==> src/shared/distributed_dma_gate_pkg.sv <==
package distributed_dma_gate_pkg;
  // register indices; byte address is four times the index
  localparam logic [7:0]  STATUS_INDEX   = 8'h08;
  localparam logic [7:0]  CLEAR_INDEX    = 8'h0D;
  localparam logic [7:0]  GATE_INDEX     = 8'h0F;
  localparam logic [9:0]  STATUS_ADDR    = {STATUS_INDEX, 2'b00};
  localparam logic [9:0]  CLEAR_ADDR     = {CLEAR_INDEX, 2'b00};
  localparam logic [9:0]  GATE_ADDR      = {GATE_INDEX, 2'b00};
  localparam int          ADDR_W         = 10;
  // field layout of the status and gate registers
  localparam int          REQ_STAT_LSB   = 4;
  localparam int          TC_STAT_LSB    = 0;
  localparam int          STAT_FIELD_W   = 4;
  localparam int          GATE_BIT       = 0;
  // reset values
  localparam logic        GATE_RESET     = 1'b1;
  localparam logic [3:0]  TC_RESET       = 4'h0;
  // axi responses
  localparam logic [1:0]  RESP_OKAY      = 2'h0;
  localparam logic [1:0]  RESP_SLVERR    = 2'h2;
endpackage
==> src/rtl/distributed_dma_clear_and_request_mask.sv <==
// Decided for this implementation: the AXI4-Lite register port.
`timescale 1ns/1ns
// Summary of operation
// - any clear write resets whole controller
// - gate register holds only bit zero
// - card removal sets the gate bit
// - gate set: card requests ignored
// - gate clear: card requests serviced
// - gate bit comes up set
// - gate bits seven to one read zero
// - request status follows card line always
// - terminal count sets, read or reset clears
module distributed_dma_clear_and_request_mask
  import distributed_dma_gate_pkg::*;
(
  // clock and reset
  input  wire logic              ref_clk,
  input  wire logic              rst_b,
  // axi4-lite write address
  input  wire logic [ADDR_W-1:0] s_axi_awaddr,
  input  wire logic              s_axi_awvalid,
  output logic                   s_axi_awready,
  // axi4-lite write data
  input  wire logic [31:0]       s_axi_wdata,
  input  wire logic [3:0]        s_axi_wstrb,
  input  wire logic              s_axi_wvalid,
  output logic                   s_axi_wready,
  // axi4-lite write response
  output logic [1:0]             s_axi_bresp,
  output logic                   s_axi_bvalid,
  input  wire logic              s_axi_bready,
  // axi4-lite read address
  input  wire logic [ADDR_W-1:0] s_axi_araddr,
  input  wire logic              s_axi_arvalid,
  output logic                   s_axi_arready,
  // axi4-lite read data
  output logic [31:0]            s_axi_rdata,
  output logic [1:0]             s_axi_rresp,
  output logic                   s_axi_rvalid,
  input  wire logic              s_axi_rready,
  // card pins
  input  wire logic              card_dreq,
  input  wire logic              card_removed,
  // controller side
  input  wire logic              terminal_count_hit,
  output logic                   request_gate_bit,
  output logic                   dma_service_request,
  output logic                   controller_clear
);

  ////////////////////////////////////////////////////////////////////////////
  // reset release and pin synchronisers
  logic       rst_meta_q;
  logic       rst_n_q;
  logic [1:0] dreq_sync_q;
  logic [1:0] removed_sync_q;
  logic       dreq_s;
  logic       removed_s;

  always_ff @(posedge ref_clk or negedge rst_b) begin
    if (!rst_b) begin
      rst_meta_q <= 1'b0;
      rst_n_q    <= 1'b0;
    end else begin
      rst_meta_q <= 1'b1;
      rst_n_q    <= rst_meta_q;
    end
  end

  always_ff @(posedge ref_clk or negedge rst_n_q) begin
    if (!rst_n_q) begin
      dreq_sync_q    <= 2'h0;
      removed_sync_q <= 2'h0;
    end else begin
      dreq_sync_q    <= {dreq_sync_q[0], card_dreq};
      removed_sync_q <= {removed_sync_q[0], card_removed};
    end
  end

  assign dreq_s    = dreq_sync_q[1];
  assign removed_s = removed_sync_q[1];

  ////////////////////////////////////////////////////////////////////////////
  // state
  logic              aw_have_q, aw_have_d;
  logic              w_have_q, w_have_d;
  logic [ADDR_W-1:0] waddr_q, waddr_d;
  logic [31:0]       wdata_q, wdata_d;
  logic [3:0]        wstrb_q, wstrb_d;
  logic              awready_q, awready_d;
  logic              wready_q, wready_d;
  logic              bvalid_q, bvalid_d;
  logic [1:0]        bresp_q, bresp_d;
  logic              arready_q, arready_d;
  logic              rvalid_q, rvalid_d;
  logic [31:0]       rdata_q, rdata_d;
  logic [1:0]        rresp_q, rresp_d;
  logic              gate_q, gate_d;
  logic [3:0]        tc_q, tc_d;
  logic [3:0]        req_stat_q, req_stat_d;
  logic              service_q, service_d;
  logic              clear_q, clear_d;
  logic              wr_fire;
  logic              clear_wr;
  logic              gate_wr;
  logic              ar_fire;

  function automatic logic addr_mapped(input logic [ADDR_W-1:0] a);
    return (a == STATUS_ADDR) || (a == CLEAR_ADDR) || (a == GATE_ADDR);
  endfunction

  assign wr_fire  = aw_have_q && w_have_q && !bvalid_q;
  assign clear_wr = wr_fire && (waddr_q == CLEAR_ADDR);
  assign gate_wr  = wr_fire && (waddr_q == GATE_ADDR) && wstrb_q[0];
  assign ar_fire  = s_axi_arvalid && arready_q;

  ////////////////////////////////////////////////////////////////////////////
  // next state
  always_comb begin
    aw_have_d  = aw_have_q;
    w_have_d   = w_have_q;
    waddr_d    = waddr_q;
    wdata_d    = wdata_q;
    wstrb_d    = wstrb_q;
    bvalid_d   = bvalid_q;
    bresp_d    = bresp_q;
    rvalid_d   = rvalid_q;
    rdata_d    = rdata_q;
    rresp_d    = rresp_q;
    gate_d     = gate_q;
    tc_d       = tc_q;
    if (s_axi_awvalid && awready_q) begin
      aw_have_d = 1'b1;
      waddr_d   = s_axi_awaddr;
    end
    if (s_axi_wvalid && wready_q) begin
      w_have_d = 1'b1;
      wdata_d  = s_axi_wdata;
      wstrb_d  = s_axi_wstrb;
    end
    if (bvalid_q && s_axi_bready) begin
      bvalid_d = 1'b0;
    end
    if (wr_fire) begin
      aw_have_d = 1'b0;
      w_have_d  = 1'b0;
      bvalid_d  = 1'b1;
      bresp_d   = addr_mapped(waddr_q) ? RESP_OKAY : RESP_SLVERR;
    end
    if (rvalid_q && s_axi_rready) begin
      rvalid_d = 1'b0;
    end
    if (ar_fire) begin
      rvalid_d = 1'b1;
      rresp_d  = addr_mapped(s_axi_araddr) ? RESP_OKAY : RESP_SLVERR;
      rdata_d  = 32'h0000_0000;
      if (s_axi_araddr == STATUS_ADDR) begin
        rdata_d[REQ_STAT_LSB +: STAT_FIELD_W] = req_stat_q;
        rdata_d[TC_STAT_LSB +: STAT_FIELD_W]  = tc_q;
        tc_d = TC_RESET;
      end
      if (s_axi_araddr == GATE_ADDR) begin
        rdata_d[GATE_BIT] = gate_q;
      end
    end
    if (gate_wr) begin
      gate_d = wdata_q[GATE_BIT];
    end
    if (clear_wr) begin
      gate_d = GATE_RESET;
      tc_d   = TC_RESET;
    end
    if (removed_s) begin
      gate_d = 1'b1;
    end
    if (terminal_count_hit) begin
      tc_d = {STAT_FIELD_W{1'b1}};
    end
    req_stat_d = {STAT_FIELD_W{dreq_s}};
    service_d  = dreq_s && !gate_q;
    clear_d    = clear_wr;
    awready_d  = !aw_have_d && !bvalid_d;
    wready_d   = !w_have_d && !bvalid_d;
    arready_d  = !rvalid_d;
  end

  ////////////////////////////////////////////////////////////////////////////
  // registers
  always_ff @(posedge ref_clk or negedge rst_n_q) begin
    if (!rst_n_q) begin
      aw_have_q  <= 1'b0;
      w_have_q   <= 1'b0;
      waddr_q    <= '0;
      wdata_q    <= 32'h0000_0000;
      wstrb_q    <= 4'h0;
      awready_q  <= 1'b0;
      wready_q   <= 1'b0;
      bvalid_q   <= 1'b0;
      bresp_q    <= RESP_OKAY;
      arready_q  <= 1'b0;
      rvalid_q   <= 1'b0;
      rdata_q    <= 32'h0000_0000;
      rresp_q    <= RESP_OKAY;
      gate_q     <= GATE_RESET;
      tc_q       <= TC_RESET;
      req_stat_q <= 4'h0;
      service_q  <= 1'b0;
      clear_q    <= 1'b0;
    end else begin
      aw_have_q  <= aw_have_d;
      w_have_q   <= w_have_d;
      waddr_q    <= waddr_d;
      wdata_q    <= wdata_d;
      wstrb_q    <= wstrb_d;
      awready_q  <= awready_d;
      wready_q   <= wready_d;
      bvalid_q   <= bvalid_d;
      bresp_q    <= bresp_d;
      arready_q  <= arready_d;
      rvalid_q   <= rvalid_d;
      rdata_q    <= rdata_d;
      rresp_q    <= rresp_d;
      gate_q     <= gate_d;
      tc_q       <= tc_d;
      req_stat_q <= req_stat_d;
      service_q  <= service_d;
      clear_q    <= clear_d;
    end
  end

  assign s_axi_awready       = awready_q;
  assign s_axi_wready        = wready_q;
  assign s_axi_bvalid        = bvalid_q;
  assign s_axi_bresp         = bresp_q;
  assign s_axi_arready       = arready_q;
  assign s_axi_rvalid        = rvalid_q;
  assign s_axi_rdata         = rdata_q;
  assign s_axi_rresp         = rresp_q;
  assign request_gate_bit    = gate_q;
  assign dma_service_request = service_q;
  assign controller_clear    = clear_q;

  ////////////////////////////////////////////////////////////////////////////
  // checks
  chk_clear_pulse_out: assert property (@(posedge ref_clk) disable iff (!rst_n_q)
    clear_wr |=> controller_clear ##1 !controller_clear)
    else $error("clear write gave no one-cycle clear pulse");
  chk_clear_gate_set: assert property (@(posedge ref_clk) disable iff (!rst_n_q)
    clear_wr |=> request_gate_bit)
    else $error("clear write left gate open");
  chk_clear_tc_zero: assert property (@(posedge ref_clk) disable iff (!rst_n_q)
    clear_wr && !terminal_count_hit |=> tc_q == TC_RESET)
    else $error("clear write left terminal count set");
  chk_removal_sets_gate: assert property (@(posedge ref_clk) disable iff (!rst_n_q)
    removed_s |=> request_gate_bit)
    else $error("card removal did not set gate");
  chk_masked_no_service: assert property (@(posedge ref_clk) disable iff (!rst_n_q)
    request_gate_bit |=> !dma_service_request)
    else $error("service given while gated");
  chk_open_service: assert property (@(posedge ref_clk) disable iff (!rst_n_q)
    !request_gate_bit && dreq_s |=> dma_service_request)
    else $error("request not serviced while open");
  chk_status_follows: assert property (@(posedge ref_clk) disable iff (!rst_n_q)
    ##1 req_stat_q == {STAT_FIELD_W{$past(dreq_s)}})
    else $error("request status does not follow card line");
  chk_tc_sets: assert property (@(posedge ref_clk) disable iff (!rst_n_q)
    terminal_count_hit |=> tc_q == {STAT_FIELD_W{1'b1}})
    else $error("terminal count status not set");
  chk_gate_read_zero: assert property (@(posedge ref_clk) disable iff (!rst_n_q)
    ar_fire && s_axi_araddr == GATE_ADDR |=> s_axi_rvalid && s_axi_rdata[31:1] == 31'h0
      && s_axi_rdata[0] == $past(gate_q))
    else $error("gate read returned wrong bits");
  chk_reset_gate_up: assert property (@(posedge ref_clk)
    $rose(rst_n_q) |-> request_gate_bit)
    else $error("gate bit not set after reset");

endmodule // distributed_dma_clear_and_request_mask

==> config.mk <==
export PLATFORM = sky130hd
export DESIGN_NAME = distributed_dma_clear_and_request_mask
export DESIGN_NICKNAME = d
export VERILOG_FILES = /design/src/shared/distributed_dma_gate_pkg.sv /design/src/rtl/distributed_dma_clear_and_request_mask.sv
export SDC_FILE = /design/constraint.sdc
export NUM_CORES = 1
export LEC_CHECK = 0
export BUFFER_PORTS_ARGS = -buffer_cell sky130_fd_sc_hd__buf_2
export CAP_MARGIN = 20
export CORE_MARGIN = 2
export CORE_UTILIZATION = 42
export CTS_BUF_LIST = sky130_fd_sc_hd__clkbuf_2
export CTS_CLUSTER_SIZE = 30
export DETAILED_ROUTE_END_ITERATION = 16
export PLACE_DENSITY_LB_ADDON = 0.2
export SLEW_MARGIN = 20
export SYNTH_ARGS = -nofsm -noshare
export SYNTH_HDL_FRONTEND = slang
export SYNTH_SLANG_ARGS = --single-unit
==> constraint.sdc <==
create_clock -name ref_clk -period 1.37 [get_ports ref_clk]
set_input_delay 0.0685 -clock ref_clk [delete_from_list [all_inputs] [get_ports ref_clk]]
set_output_delay 0.0685 -clock ref_clk [all_outputs]
set_load 0.005 [all_outputs]
==> results of run 1 <==
[placed cells by master, fill, tap and decap left out, types with 3 or more instances in the layout]
cell type / instances
a21oi_1: 3
buf_2: 49
buf_4: 5
clkbuf_2: 6
conb_1: 27
dfrtp_1: 34
dlygate4sd3_1: 21
inv_1: 4
mux2_2: 12
nand2_1: 7
nor2_1: 3
nor2b_1: 3
nor3b_1: 3
[state kept, by name, indices dropped and copies added (netlist names), 2 cells and up]
| name | count |
|---|---|
| dreq_sync_q | 2 |
| waddr_q | 10 |
| s_axi_rdata | 3 |
| removed_sync_q | 2 |
[power groups by stage]
stage / clock network, uW / logic [uW] / registers [uW]
final: 431 / 691 / 1500
after global routing: 504 / 779 / 1540
after CTS: 458 / 694 / 1500
after detailed placement: 0 / 642 / 1510
after global placement: 0 / 615 / 1480
after floorplan: 0 / 478 / 1480
[cell type report]
type                       count  area, um^2
tap                           46       57.56
clock buffer                   6       30.03
clock inverter                 2       7.507
timing repair buffer          75       493.0
fill                         305        1419
inverter                       4       15.01
multi-input combinational     81       516.7
sequential                    35       877.1
[layer usage]
metal  GRT usage [%]  share of wire [%]  routed length (um)  vias to the layer above
met2           24.35                 49                1328                       61
li1                -                  -                   -                      520
met5               0                  0                   0                        -
met4           7.181                2.2                  59                        0
met1           16.61                 40                1098                      498
met3           4.340                8.8                 240                        8
[cells by family (layout without fill, tap and decap cells)]
family / count (synthesis) / count (layout) / synth area share (%)
compound gates: 13 / 13 / 6.179
buf+inv: 36 / 87 / 16.42
flops: 35 / 35 / 56.99
mux: 13 / 13 / 9.431
other cells: 2 / 27 / 0.4880
simple gates: 28 / 28 / 10.49
[worst max-delay path: stages (launching register included)]
cell     delay (ps)
dfrtp_1         420
nor4_2          260
buf_4           150
nand4_1         150
nor2_2          190
o31ai_2          80
[repair_timing]
| item | CTS | global route |
|---|---|---|
| pin swaps | 0 | 2 |
| hold buffers | 21 | 0 |
| endpoints found under the setup margin | 2 | 2 |
| endpoints found under the hold margin | 22 | 0 |
| resized for setup | 2 | 1 |
| buffers inserted | 0 | 1 |
[through the flow]
| step | hold WS, ps | power (uW) | setup WS (ps) | cells |
|---|---|---|---|---|
| 2_1_floorplan | -227.1 | 1953 | 193.5 | 152 |
| 3_3_place_gp | -144.2 | 2098 | 13.34 | 219 |
| 3_5_place_dp | -142.9 | 2148 | -21.66 | 219 |
| 4_1_cts | 0.4175 | 2648 | 5.586 | 248 |
| 5_1_grt | 14.73 | 2820 | -50.04 | 249 |
| 6_report | 20.58 | 2621 | 39.34 | 249 |
[path summary, 6_finish.rpt]
path,start,endpoint,slack (ps),depth (start not counted)
worst max-delay path,waddr_q[7],tc_q[2],40,5
worst min-delay path,s_axi_araddr[5],s_axi_rdata[0],20,3
worst max register to register,waddr_q[7],tc_q[2],40,5
worst min register to register,rst_n_q,dreq_sync_q[0],200,1
max in group asynchronous,rst_b,rst_meta_q,720,3
min in group asynchronous,rst_n_q,dreq_sync_q[0],200,1
==> results.yml, run 1 <==
die:
  die_w_um: 64.53
  initial_core_util_pct: 45.05
  die_h_um: 64.53
  rows: 21
  die_area_um2: 4164
  coreArea_um2: 3416
  ios: 110
final_layout:
  area_growth_pct: 29.76
  fin_area_um2: 1997
  final_util_pct: 58.46
  drive_gt1_share_pct: 39.41
  antenna_cells: 0
  nets: 268
timing:
  finalHoldViolations: 0
  rsz0062_at_grt: "yes"
  setup_violations: 0
  finalSetupTns_ps: 0
  finalClockSkew_ps: 8.393
  fin_crit_sh_pct: 97.13
  maxSlewViolCount: 0
  layout_min_cycle_time_ps: 1331
  clock.fmax_ghz: 0.7515
clocking:
  clock_latency_ps: 360
  cts_made_buffers: 5
  clk_pin_slew_ps: 160
  root_buffer: "clkbuf_2"
  htreeDepth: 2
  clk_path_buf_depth: 2
  cts_tree: "built"
  numClockSinks: 35
grt:
  grt_max_degree: 22
  grt_pass1_wl_um: 4505
  globalRouteOverflowTotal: 0
  track_usage_pct: 14.41
  antenna_found_initial: 0
  grt_pass1_vias: 1034
logic_synthesis:
  ys_ff_latch: 35
  synthTopCellsByArea: "dfrtp_1 (55%), buf_4 (15%), mux2_2 (8.8%), dfstp_2 (1.7%), nand2_1 (1.7%)"
  ys_types: 31
  ys_seq_area_share_pct: 56.99
  syn_area_um2: 1539
  avgSynthCellArea_um2: 12.12
  ys_top_cells_by_count: "dfrtp_1 (34), buf_4 (31), mux2_2 (12), nand2_1 (7)"
  synth-async-reset-ratio_pct: 100.0
  yosysMostFrequentCell: "dfrtp_1"
  synthFlopType: "dfrtp_1"
  synth_edf_count: 0
  synth_top_area_share_pct: 55.28
  syn_inst: 127
  synth_warnings: 0
  synth_top_cell_by_area: "dfrtp_1"
placed_design:
  dpl.hpwl_um: 1989
  portBuffers: 49
  place.gp.congestion: 0.6969
  placed_area_um2: 1728
pwr:
  power_frac_seq_pct: 57.2
  intPower_uw: 1848
  pwr_density_cell_nw_per_um2: 1313
  switchingPower_uw: 773.6
  power_leakage_uw: 0.001022
  p_clk_share_pct: 16.4
  p_sw_share_pct: 29.51
  combinationalPowerShare_pct: 26.4
  ir_worst_vdd_uv: 895.0
flow_run:
  maxCapViolCount: 0
drt:
  num_vias: 1087
  wl_um: 2726
  final_antenna_net_count: 0
  via_per_inst: 4.365
  wl_per_cell_um: 10.95
  drc: 0
  drtIter0Drc: 28
  drtPass1Iterations: 4
worst_setup_path:
  cp.required_ps: 1630
  path_class: "flip-flop to flip-flop"
  endpoint_kind: "flip-flop"
  cp.arrival_ps: 1590
  startpoint_type: "flip-flop"
  crit_fanout: 2
status:
  run_status: "complete, no violations"
min_path:
  min_path_type: "input pin to flip-flop"
Note: power is estimated with default switching activity, not from simulation.
==> inputs of run 2 (changes only) <==
- CORE_UTILIZATION: 42 -> 45
- clock period: 1.37 -> 1.7 ns (I/O delays scaled with it)
==> run 2 against run 1 <==
First-iteration DRC count rose by 25%. Register-to-register slack better by 270 ps. Die area down 6.3%. Global-route usage shrank 0.22 points. Via count decreased by 0.74%. Combinational power shrank 22%. Sequential power shrank 20%. Total power shrank 20%. Clock skew is 5.9 ps higher. Non-clock buffer count is 3 lower. Hold slack gained 26 ps. Worst setup slack improved by 270 ps. Critical path type unchanged. Largest cell class unchanged. Largest power group unchanged.
==> results.yml, run 2 (same netlist as run 1, synthesis figures left out) <==
placed_design:
  portBuffers: 49
  dpl.hpwl_um: 1928
  place.gp.congestion: 0.7714
  place_inst: 216
clocking:
  clock_latency_ps: 360
  cts_setup_buffers: 0
  clk_path_buf_depth: 2
  clk_pin_slew_ps: 170
  root_buffer: "clkbuf_2"
  cts_tree: "built"
  cts_made_buffers: 5
  ctsResizeCount: 0
  numClockSinks: 35
  htreeDepth: 2
status:
  run_status: "complete, no violations"
final_layout:
  final_common_cell: "buf_2"
  antenna_cells: 0
  layout_common_cells: "buf_2 (49), dfrtp_1 (34), conb_1 (27)"
  largest_reg_flops: 10
  drive_gt1_share_pct: 37.50
  area_growth_pct: 28.54
  fillCellCount: 289
  final_cells: 246
  nets: 265
  top_register: "waddr_q"
pwr:
  p_sw_share_pct: 28.82
  power_frac_seq_pct: 57.2
  switchingPower_uw: 605.3
  combinationalPowerShare_pct: 25.7
  pwr_density_cell_nw_per_um2: 1062
  p_clk_share_pct: 17.1
  power_leakage_uw: 0.001019
  ir_worst_vdd_uv: 690.3
  intPower_uw: 1495
timing:
  finalClockSkew_ps: 14.28
  fin_crit_sh_pct: 81.72
  maxSlewViolCount: 0
  relSlewSlack_pct: 61.55
  worst_slew_pin_slew_ps: 576.7
  clock.fmax_ghz: 0.7198
  finalSetupTns_ps: 0
  layout_min_cycle_time_ps: 1389
  setup_violations: 0
  finalHoldViolations: 0
  rsz0062_at_grt: "no"
grt:
  grt_max_degree: 21
  antenna_found_initial: 0
  track_usage_pct: 14.19
  grt_pass1_wl_um: 4278
  globalRouteOverflowTotal: 0
  grt_pass1_vias: 996
worst_setup_path:
  startpoint_type: "flip-flop"
  cp.arrival_ps: 1640
  cp_slowest_cell: "dfrtp_1"
  cp.required_ps: 1950
  max_stage_delay_ps: 410
  crit_fanout: 2
  endpoint_kind: "flip-flop"
  path_class: "flip-flop to flip-flop"
  cp_cell_sequence: "nor4_1 > nand4_1 > nor2_1 > o31ai_1"
die:
  die_area_um2: 3904
  die_w_um: 62.48
  die_h_um: 62.48
  ios: 110
  coreArea_um2: 3311
  initial_core_util_pct: 46.49
  rows: 21
flow_run:
  maxCapViolCount: 0
drt:
  drtIter0Drc: 35
  wl_per_cell_um: 10.50
  drc: 0
  num_vias: 1079
  via_per_inst: 4.386
  drtPass1Iterations: 4
  wl_um: 2584
  final_antenna_net_count: 0
min_path:
  min_path_type: "input pin to flip-flop"
## run 2: critical path: cells and delay by family (launching register included)
kind	cells	cell delay, ps
AND/OR/NAND/NOR	3	760
flip-flops	1	410
AO/OA/AOI/OAI	1	100
## run 2: per-stage QoR
stage | worst slack, ps | total power (uW) | area [um^2] | util, % | hold slack, ps
after floorplan | 523.5 | 1574 | 1633 | - | -210.6
after detailed placement | 337.0 | 1713 | 1718 | 51.89 | -124.7
final | 310.7 | 2100 | 1978 | 59.75 | 46.20
after CTS | 303.7 | 2134 | 1978 | 59.75 | 30.05
after global routing | 207.8 | 2263 | 1978 | 59.75 | 19.49
after global placement | 316.2 | 1665 | 1718 | 51.89 | -127.0
## run 2: metal layers
| metal | vias up | wire length [um] | GRT usage, % |
|---|---|---|---|
| li1 | 514 | - | - |
| met5 | - | 0 | 0 |
| met4 | 0 | 47 | 8.333 |
| met1 | 492 | 1072 | 16.88 |
| met2 | 66 | 1193 | 22.18 |
| met3 | 7 | 270 | 5.045 |
## run 2: layout make-up
type,instances,area (um^2),area share (%)
sequential,35,877.1,44.34
multi-input combinational,81,503.0,25.43
timing repair buffer,72,485.5,24.54
tap,46,57.56,2.910
clock buffer,7,35.03,1.771
inverter,4,15.01,0.7590
clock inverter,1,5.005,0.2530
## run 2: what timing repair did
item                       4_1_cts  5_1_grt
setup endpoints to repair        0        0
hold buffers                    22        0
hold endpoints to repair        22        0
## run 2: power by group through the flow
stage,clock network [uW],registers (uW),logic (uW)
floorplan,0,1190,385
global placement,0,1200,464
detailed placement,0,1220,490
CTS,380,1210,548
global route,419,1240,609
finish,360,1200,539
## run 2: worst paths after layout
check	from	slack (ps)	cells after the start	to
worst max-delay path	waddr_q[7]	310	4	tc_q[2]
worst min-delay path	s_axi_araddr[5]	50	3	s_axi_rdata[0]
worst max register to register	waddr_q[7]	310	4	tc_q[2]
worst min register to register	rst_n_q	250	0	dreq_sync_q[0]
max in group asynchronous	rst_n_q	950	1	waddr_q[2]
min in group asynchronous	rst_n_q	250	0	dreq_sync_q[0]
